**src/rtl/ccp_pwm_consts.svh**
```systemverilog
`ifndef CCP_PWM_CONSTS_SVH
`define CCP_PWM_CONSTS_SVH

// ------------------------------------------------------------------
// register byte offsets (one 32-bit word each)
// ------------------------------------------------------------------
`define OFS_MODULE_CONTROL 8'h00
`define OFS_DUTY_LOW 8'h04
`define OFS_DUTY_SHADOW 8'h08
`define OFS_TIMER_PERIOD 8'h0C
`define OFS_TIMER_CONTROL 8'h10
`define OFS_TIMER_COUNT 8'h14
`define OFS_TIMER_STATUS 8'h18
`define OFS_PIN_CONTROL 8'h1C

// ------------------------------------------------------------------
// field positions
// ------------------------------------------------------------------
`define CTL_DUTY_BIT1 5
`define CTL_DUTY_BIT0 4
`define CTL_MODE_MSB 3
`define CTL_WMASK 8'h3F
`define TCTL_RUN 2
`define TCTL_WMASK 8'h7F
`define STAT_FLAG 0
`define PIN_DIR 0
`define PIN_DATA 1

// ------------------------------------------------------------------
// reset values and codes
// ------------------------------------------------------------------
`define RST_BYTE 8'h00
`define RST_PIN_DIR 1'b1
`define PWM_MODE_CODE_DEF 4'hC
`define PWM_MODE_MASK 4'hC
`define PRESCALE_1 2'h0
`define PRESCALE_4 2'h1
`define PRE_LAST_1 6'h03
`define PRE_LAST_4 6'h0F
`define PRE_LAST_16 6'h3F
`define RESP_OKAY 2'h0
`define RESP_SLVERR 2'h2

`endif

```
**src/rtl/ccp_pwm_pkg.sv**
```systemverilog
package ccp_pwm_pkg;

    // whole state of the pwm block, registered in one process
    typedef struct packed {
        logic [7:0] ctl;
        logic [7:0] duty_hi;
        logic [7:0] shadow;
        logic [7:0] period;
        logic [7:0] tctl;
        logic [7:0] tmr;
        logic [5:0] pre;
        logic [1:0] lat2;
        logic pwm_q;
        logic pin_q;
        logic flag;
        logic pin_dir;
        logic port_q;
        logic aw_ok;
        logic [7:0] aw_addr;
        logic w_ok;
        logic [7:0] w_data;
        logic w_lane0;
        logic bvalid;
        logic [1:0] bresp;
        logic rvalid;
        logic [31:0] rdata;
        logic [1:0] rresp;
    } pwm_state_t;

endpackage

```
**src/rtl/ccp_pwm.sv**
```systemverilog
`timescale 1ns/10ps
`include "ccp_pwm_consts.svh"

// Functional notes
// - period is (period_register+1) x 4 clocks x prescale value
// - after count equals period: count cleared, pin set unless duty zero, shadow loaded
// - postscaler setting never affects pwm period or frequency
// - duty is duty_high_bits as msbs plus control bits 5:4 as lsbs
// - duty may be written anytime; takes effect only at period boundary
// - duty_shadow is read-only while pwm mode is active
// - shadow plus hidden 2-bit latch double buffer the duty value
// - time base is count plus phase bits or two prescaler bits
// - pin driven low when time base equals buffered duty value
// - high time equals duty value x clock period x prescale
// - duty beyond period leaves pin unchanged, no clear inside period
// - resolution is log2 of 4 x (period+1), ten bits at 255
// - in sleep count stops, state holds, pin keeps level, resumes later
// - reset returns registers to reset values and pin to input
// - writing zero to module control releases the output pin
// - prescaler offers division by 1, 4 and 16
// - all pwm timing derives from the system clock
module ccp_pwm
    import ccp_pwm_pkg::*;
#(
    parameter logic [3:0] PWM_MODE_CODE = `PWM_MODE_CODE_DEF
) (
    input wire logic mclk_i,
    input wire logic arst_n_i,
    input wire logic sleep_i,
    input wire logic s_axi_awvalid_i,
    output logic s_axi_awready_o,
    input wire logic [7:0] s_axi_awaddr_i,
    input wire logic [2:0] s_axi_awprot_i,
    input wire logic s_axi_wvalid_i,
    output logic s_axi_wready_o,
    input wire logic [31:0] s_axi_wdata_i,
    input wire logic [3:0] s_axi_wstrb_i,
    output logic s_axi_bvalid_o,
    input wire logic s_axi_bready_i,
    output logic [1:0] s_axi_bresp_o,
    input wire logic s_axi_arvalid_i,
    output logic s_axi_arready_o,
    input wire logic [7:0] s_axi_araddr_i,
    input wire logic [2:0] s_axi_arprot_i,
    output logic s_axi_rvalid_o,
    input wire logic s_axi_rready_i,
    output logic [31:0] s_axi_rdata_o,
    output logic [1:0] s_axi_rresp_o,
    output logic pwm_output_pin_o,
    output logic pwm_output_pin_oe_o
);

    // ------------------------------------------------------------------
    // helpers
    // ------------------------------------------------------------------

    // last prescaler count: one timer step is 4 x ratio clocks
    function automatic logic [5:0] pre_last(input logic [1:0] psc);
        case (psc)
            `PRESCALE_1: pre_last = `PRE_LAST_1;
            `PRESCALE_4: pre_last = `PRE_LAST_4;
            default: pre_last = `PRE_LAST_16;
        endcase
    endfunction

    // two low time-base bits: clock phase at 1:1, prescaler bits otherwise
    function automatic logic [1:0] tb_low(input logic [5:0] pre, input logic [1:0] psc);
        case (psc)
            `PRESCALE_1: tb_low = pre[1:0];
            `PRESCALE_4: tb_low = pre[3:2];
            default: tb_low = pre[5:4];
        endcase
    endfunction

    // word address check: only aligned offsets inside the map hit
    function automatic logic addr_hit(input logic [7:0] a);
        addr_hit = (a[1:0] == 2'h0) && (a <= `OFS_PIN_CONTROL);
    endfunction

    // ------------------------------------------------------------------
    // state and decoded terms
    // ------------------------------------------------------------------
    pwm_state_t state_reg;
    pwm_state_t state_next;
    logic pwm_active;
    logic timer_run;
    logic step;
    logic boundary;
    logic match;
    logic [9:0] time_base;
    logic [9:0] duty_buf;
    logic [9:0] duty_new;
    logic do_wr;
    logic wr_tmr;
    logic ar_take;

    // postscaler bits tctl[6:3] are stored only, never read here
    assign pwm_active = (state_reg.ctl[`CTL_MODE_MSB:0] & `PWM_MODE_MASK)
                        == (PWM_MODE_CODE & `PWM_MODE_MASK);
    assign timer_run = state_reg.tctl[`TCTL_RUN];
    // system clock alone paces the time base, frozen in sleep
    assign step = timer_run && !sleep_i
                  && (state_reg.pre == pre_last(state_reg.tctl[1:0]));
    assign boundary = step && (state_reg.tmr == state_reg.period);
    assign time_base = {state_reg.tmr, tb_low(state_reg.pre, state_reg.tctl[1:0])};
    assign duty_buf = {state_reg.shadow, state_reg.lat2};
    // new duty: high bits plus the two control bits
    assign duty_new = {state_reg.duty_hi,
                       state_reg.ctl[`CTL_DUTY_BIT1], state_reg.ctl[`CTL_DUTY_BIT0]};
    assign do_wr = state_reg.aw_ok && state_reg.w_ok && !state_reg.bvalid;
    assign wr_tmr = do_wr && state_reg.w_lane0 && (state_reg.aw_addr == `OFS_TIMER_COUNT);
    assign ar_take = s_axi_arvalid_i && !state_reg.rvalid;

    // ------------------------------------------------------------------
    // next state
    // ------------------------------------------------------------------

    // bus slave first, then the timer, so hardware events win over clears
    always_comb begin
        logic [7:0] wd;
        logic [31:0] rd;
        logic [9:0] tb_nx;
        tb_nx = 10'h000;
        wd = state_reg.w_data;
        rd = 32'h0000_0000;
        state_next = state_reg;

        // write address and data are taken independently
        if (s_axi_awvalid_i && !state_reg.aw_ok) begin
            state_next.aw_ok = 1'b1;
            state_next.aw_addr = s_axi_awaddr_i;
        end
        if (s_axi_wvalid_i && !state_reg.w_ok) begin
            state_next.w_ok = 1'b1;
            state_next.w_data = s_axi_wdata_i[7:0];
            state_next.w_lane0 = s_axi_wstrb_i[0];
        end
        if (state_reg.bvalid && s_axi_bready_i) begin
            state_next.bvalid = 1'b0;
        end

        // register write: only byte lane 0 carries data, upper lanes ignored
        if (do_wr) begin
            state_next.aw_ok = 1'b0;
            state_next.w_ok = 1'b0;
            state_next.bvalid = 1'b1;
            state_next.bresp = addr_hit(state_reg.aw_addr) ? `RESP_OKAY : `RESP_SLVERR;
            if (state_reg.w_lane0) begin
                case (state_reg.aw_addr)
                    `OFS_MODULE_CONTROL: state_next.ctl = wd & `CTL_WMASK;
                    `OFS_DUTY_LOW: state_next.duty_hi = wd;
                    `OFS_DUTY_SHADOW: begin
                        // shadow is owned by the timer while pwm runs
                        if (!pwm_active) begin
                            state_next.shadow = wd;
                        end
                    end
                    `OFS_TIMER_PERIOD: state_next.period = wd;
                    `OFS_TIMER_CONTROL: state_next.tctl = wd & `TCTL_WMASK;
                    `OFS_TIMER_COUNT: begin
                        state_next.tmr = wd;
                        state_next.pre = 6'h00;
                    end
                    `OFS_TIMER_STATUS: begin
                        if (wd[`STAT_FLAG]) begin
                            state_next.flag = 1'b0;
                        end
                    end
                    `OFS_PIN_CONTROL: begin
                        state_next.pin_dir = wd[`PIN_DIR];
                        state_next.port_q = wd[`PIN_DATA];
                    end
                    default: begin
                    end
                endcase
            end
        end

        // register read
        case (s_axi_araddr_i)
            `OFS_MODULE_CONTROL: rd = {24'h000000, state_reg.ctl};
            `OFS_DUTY_LOW: rd = {24'h000000, state_reg.duty_hi};
            `OFS_DUTY_SHADOW: rd = {24'h000000, state_reg.shadow};
            `OFS_TIMER_PERIOD: rd = {24'h000000, state_reg.period};
            `OFS_TIMER_CONTROL: rd = {24'h000000, state_reg.tctl};
            `OFS_TIMER_COUNT: rd = {24'h000000, state_reg.tmr};
            `OFS_TIMER_STATUS: rd = {31'h0000_0000, state_reg.flag};
            `OFS_PIN_CONTROL: rd = {30'h0000_0000, state_reg.port_q, state_reg.pin_dir};
            default: rd = 32'h0000_0000;
        endcase
        if (ar_take) begin
            state_next.rvalid = 1'b1;
            state_next.rdata = rd;
            state_next.rresp = addr_hit(s_axi_araddr_i) ? `RESP_OKAY : `RESP_SLVERR;
        end else if (state_reg.rvalid && s_axi_rready_i) begin
            state_next.rvalid = 1'b0;
        end

        // prescaler and timer; a software count load wins over a step
        if (timer_run && !sleep_i && !wr_tmr) begin
            state_next.pre = step ? 6'h00 : state_reg.pre + 6'h01;
            if (boundary) begin
                state_next.tmr = 8'h00;
                state_next.flag = 1'b1;
            end else if (step) begin
                state_next.tmr = state_reg.tmr + 8'h01;
            end
        end

        // compare the time base this edge enters, so the pin falls after exactly duty steps;
        // a duty above the period never matches, so no clear inside the period
        tb_nx = {state_next.tmr, tb_low(state_next.pre, state_reg.tctl[1:0])};
        match = (tb_nx == duty_buf);

        // output latch: cleared on duty match, set at the boundary
        if (!pwm_active) begin
            state_next.pwm_q = 1'b0;
        end else if (!sleep_i) begin
            if (match) begin
                state_next.pwm_q = 1'b0;
            end
            if (boundary) begin
                // the new duty is buffered only here, never mid-period
                state_next.shadow = state_reg.duty_hi;
                state_next.lat2 = duty_new[1:0];
                state_next.pwm_q = (duty_new != 10'h000);
            end
        end

        // pin returns to the port latch when the mode is left
        state_next.pin_q = pwm_active ? state_next.pwm_q : state_next.port_q;
        if ((state_next.ctl[`CTL_MODE_MSB:0] & `PWM_MODE_MASK)
            != (PWM_MODE_CODE & `PWM_MODE_MASK)) begin
            state_next.pin_q = state_next.port_q;
        end
    end

    // ------------------------------------------------------------------
    // state register
    // ------------------------------------------------------------------

    // every field has a constant reset; pin starts as input
    always_ff @(posedge mclk_i or negedge arst_n_i) begin
        if (!arst_n_i) begin
            state_reg <= '0;
            state_reg.pin_dir <= `RST_PIN_DIR;
        end else begin
            state_reg <= state_next;
        end
    end

    // ------------------------------------------------------------------
    // outputs
    // ------------------------------------------------------------------
    assign s_axi_awready_o = !state_reg.aw_ok;
    assign s_axi_wready_o = !state_reg.w_ok;
    assign s_axi_bvalid_o = state_reg.bvalid;
    assign s_axi_bresp_o = state_reg.bresp;
    assign s_axi_arready_o = !state_reg.rvalid;
    assign s_axi_rvalid_o = state_reg.rvalid;
    assign s_axi_rdata_o = state_reg.rdata;
    assign s_axi_rresp_o = state_reg.rresp;
    assign pwm_output_pin_o = state_reg.pin_q;
    assign pwm_output_pin_oe_o = !state_reg.pin_dir;
endmodule // ccp_pwm

```
**config.mk**
```make
export PLATFORM = sky130hd
export DESIGN_NAME = ccp_pwm
export DESIGN_NICKNAME = d
export VERILOG_FILES = /design/src/rtl/ccp_pwm_pkg.sv /design/src/rtl/ccp_pwm.sv
export VERILOG_INCLUDE_DIRS = /design/src /design/src/rtl
export SDC_FILE = /design/constraint.sdc
export NUM_CORES = 1
export LEC_CHECK = 0
export ABC_AREA = 1
export BUFFER_PORTS_ARGS = -buffer_cell sky130_fd_sc_hd__buf_4
export CORE_ASPECT_RATIO = 1.5
export CORE_MARGIN = 10
export CORE_UTILIZATION = 50
export CTS_CLUSTER_SIZE = 28
export DETAILED_ROUTE_END_ITERATION = 7
export HOLD_SLACK_MARGIN = 0.05
export PLACE_DENSITY = 0.73
export SYNTH_ARGS = -nofsm -noshare
export SYNTH_HDL_FRONTEND = slang
export SYNTH_SLANG_ARGS = --single-unit
```
**constraint.sdc**
```tcl
create_clock -name mclk_i -period 2 [get_ports mclk_i]
set_clock_uncertainty 0.15 [all_clocks]
set_input_delay 0.2 -clock mclk_i [delete_from_list [all_inputs] [get_ports mclk_i]]
set_output_delay 0.2 -clock mclk_i [all_outputs]
set_load 0.05 [all_outputs]
```
==> out/qor.csv <==
metric,value,unit
outcome,"finished, violations left",
violations_in_the_final_reports,setup timing,
timing.critical_path.mode_cell,nand2_1,
final-hold-violation-count,0,
min_setup_slack_post_route,-0.387,ns
standard_cell_rows,45,
design.portCount,109,
clock_root_cell,clkbuf_16,
post_drt_via_cell_ratio,5.57,
finalMaxSlewViolations,0,
mappedNetlistArea,5190,µm²
global_route_wire_length_before_repair,27500,µm
final_cell_count_no_fill,1041,
tritoncts_num_sinks,89,
hold_end,s_axi_rresp_o[1],
htree_num_levels,3,
setup_tns,-0.889,ns
rr_startpoint,state_reg[55],
muxShareOfSynthArea,0.00434,
grt_remaining_overflow,0,
grt_antenna_before_repair,0,
die_span_x,103,µm
area_growth_syn_to_layout,46.1,%
detailed_routing_iterations_pass_1,5,
report.power.total,6410,µW
detailedPlace.worstSlack,-0.277,ns
gp_congestion,1.01,
ys.warnings.count,0,
synth_top_area_cell,dfrtp_1,
synth_cells,719,
synth_enable_flop_cells,0,
achievable-frequency,419,MHz
detailedRoute.firstIterationViolations,617,
crit_chain,"buf_4, nor2_1, nand2_1, nor2_1, nand3_1, nand2_1, inv_1, nand2_2, nand2_2, nand2_1, nand2_1, nor2_1, nand2_1, nor2_2, nand3_2, nand2_1, nor2_1",
clock_latency,0.35,ns
vdd.ir_drop.worst,1.29,mV
synthDominantCellAreaShare,0.424,
io_buffers,49,
floorplan.core_area,10100,µm²
syn-mean-instance-area,7.22,µm²
tritoncts_clock_tree,done,
post-route-drc-count,0,
synth.yosys.seq_area_share,0.429,
slew-limit-headroom,0.569,
routed_wire_length,19000,µm
cts_max_path_buffers,2,
synth-async-reset-ratio,1.00,
power-per-cell-area,846,nW/µm²
max_cap_violations,0,
num_antenna_cells,0,
worstPathArrival,2.47,ns
die_outline_area,14900,µm²
cts-buffers-inserted,9,
die_y,145,µm
crit_fanout,2,
via_count,5798,
worstHoldPathType,input port to register,
flip_flop_and_latch_count_after_synthesis,89,
rsz0062_at_grt,yes,
clk_pin_slew_worst_paths,0.07,ns
timing.hold.worst.start,s_axi_araddr_i[6],
crit_slowest_cell,dfrtp_1,
total_leakage_power,0.00394,µW
fillerInstances,686,
holdPathStages,5,
crit_path_start_kind,register,
synthSimpleGateAreaFrac,0.292,
area_share_of_fa_ha_maj_cells_after_synthesis,0.00482,
final_min_period_over_clock_period,1.19,
drt-wirelength-per-cell,18.3,µm
synth-xor-area-share,0.0118,
final_period_minus_worst_setup_slack,2.39,ns
area_taken_by_flip_flops_and_latches,2230,µm²
critical_path.reg2reg.endpoint,state_reg[61],
multiInputGateArea,2700,µm²
final-setup-viol-count,7,
initial_utilization,0.512,
grt_start_max_net_pins,46,
final_nets,987,
worst_pin_slew,0.645,ns
worst_path_largest_cell_delay,0.39,ns
post_synth_num_cell_types,37,
largest_register_ff_count,56,
first_global_vias,5535,
worst-setup-path-type,register to register,
grt_usage,0.244,
dpl.cell_count,975,
combinational_family_with_the_most_area_after_synthesis,simple AND/OR/NAND/NOR gates,
post_route_cells_drive_above_1_share,0.348,
end_kind,register,
route.antenna.remaining_nets,0,
timing.critical_path.required,2.08,ns
post_synthesis_compound_gate_area_fraction,0.118,
r2r_setup_slack,-0.39,ns
synth.area.top_cells,"dfrtp_1 (42%), nand2_1 (16%), o21ai_0 (6.9%)",
hpwlAfterDp,12800,µm
worstRegToRegCells,17,
dominantRegCellSynth,dfrtp_1,
-- synthesized netlist by cell type, types with 4 or more instances --
library cell	instances
nand3_1	38
inv_1	94
nand2_2	9
clkbuf_1	8
xor2_1	7
nor2_4	5
dfrtp_1	88
nor2_2	4
nor4_1	4
o22ai_1	9
nand2_1	215
nor2_1	60
o21ai_0	72
buf_4	38
inv_2	6
nor3_1	9
a21oi_1	23
-- power breakdown --
part / total [µW] / internal [µW] / switching, µW
Clock: 1990 / 1230 / 761
Combinational: 2160 / 796 / 1360
Sequential: 2260 / 2050 / 214
-- through the flow --
stage / util / hold slack, ns / cell area, µm²
6_report: 0.748 / 0.120 / 7580
5_1_grt: 0.748 / 0.189 / 7580
4_1_cts: 0.704 / 0.117 / 7140
3_5_place_dp: 0.629 / 0.0872 / 6370
3_3_place_gp: 0.629 / 0.0808 / 6370
2_1_floorplan: - / -0.246 / 5320
-- timing repair --
item,CTS,global route
resized for setup,41,100
buffers inserted,12,17
pin swaps,19,35
hold buffers,20,0
gates cloned,0,2
setup endpoints to repair,14,17
hold endpoints to repair,61,0
-- layer usage --
metal	GRT usage	vias to the layer above	part of all wire
li1	-	2622	-
met5	0	-	0
met1	0.253	2673	0.33
met3	0.0403	124	0.082
met2	0.417	379	0.50
met4	0.204	0	0.088
-- kinds of logic (layout without fill, tap and decap cells) --
| kind of cell | after synthesis | in the layout |
|---|---|---|
| AND/OR/NAND/NOR | 354 | 354 |
| buffers and inverters | 149 | 329 |
| AO/OA/AOI/OAI | 115 | 115 |
| flip-flops | 89 | 89 |
| XOR/XNOR | 7 | 7 |
| adder cells (fa/ha/maj) | 2 | 2 |
| multiplexers | 2 | 2 |
| other | 1 | 26 |
-- worst max-delay path: cells and delay by family (launching register included) --
family / cells / cell delay, ns
DFF: 1 / 0.39
buffers and inverters: 2 / 0.20
and+or+nand+nor: 15 / 1.54
-- layout make-up --
type	instances	share of cell area
Clock inverter	6	0.0152
Tap cell	117	0.0193
Clock buffer	10	0.0302
Timing Repair Buffer	213	0.234
Multi-Input combinational cell	506	0.357
Inverter	100	0.0499
Sequential cell	89	0.295
-- placed cells by master, fill, tap and decap left out, drive strengths merged, types with 3 or more instances in the layout --
master / synthesis / final
buf: 41 / 192
o22ai: 9 / 9
nor2: 69 / 69
o21ai: 74 / 74
nor3: 9 / 9
xor2: 7 / 7
dlygate4sd3: 0 / 20
a21oi: 23 / 23
dfrtp: 88 / 88
nand2: 224 / 224
inv: 100 / 102
conb: 1 / 26
o31ai: 3 / 3
clkbuf: 8 / 11
nor4: 4 / 4
nand3: 42 / 42
bufinv: 0 / 3
-- worst max path at each step --
stage / to / from / depth (start not counted)
2_1_floorplan: pwm_output_pin_o / s_axi_bvalid_o / 15
3_3_place_gp: pwm_output_pin_o / s_axi_bvalid_o / 13
3_5_place_dp: pwm_output_pin_o / s_axi_bvalid_o / 13
4_1_cts: state_reg[61] / state_reg[79] / 15
5_1_grt: state_reg[61] / state_reg[55] / 18
6_report: state_reg[61] / state_reg[55] / 17
Power figures use the tool's default switching activity.
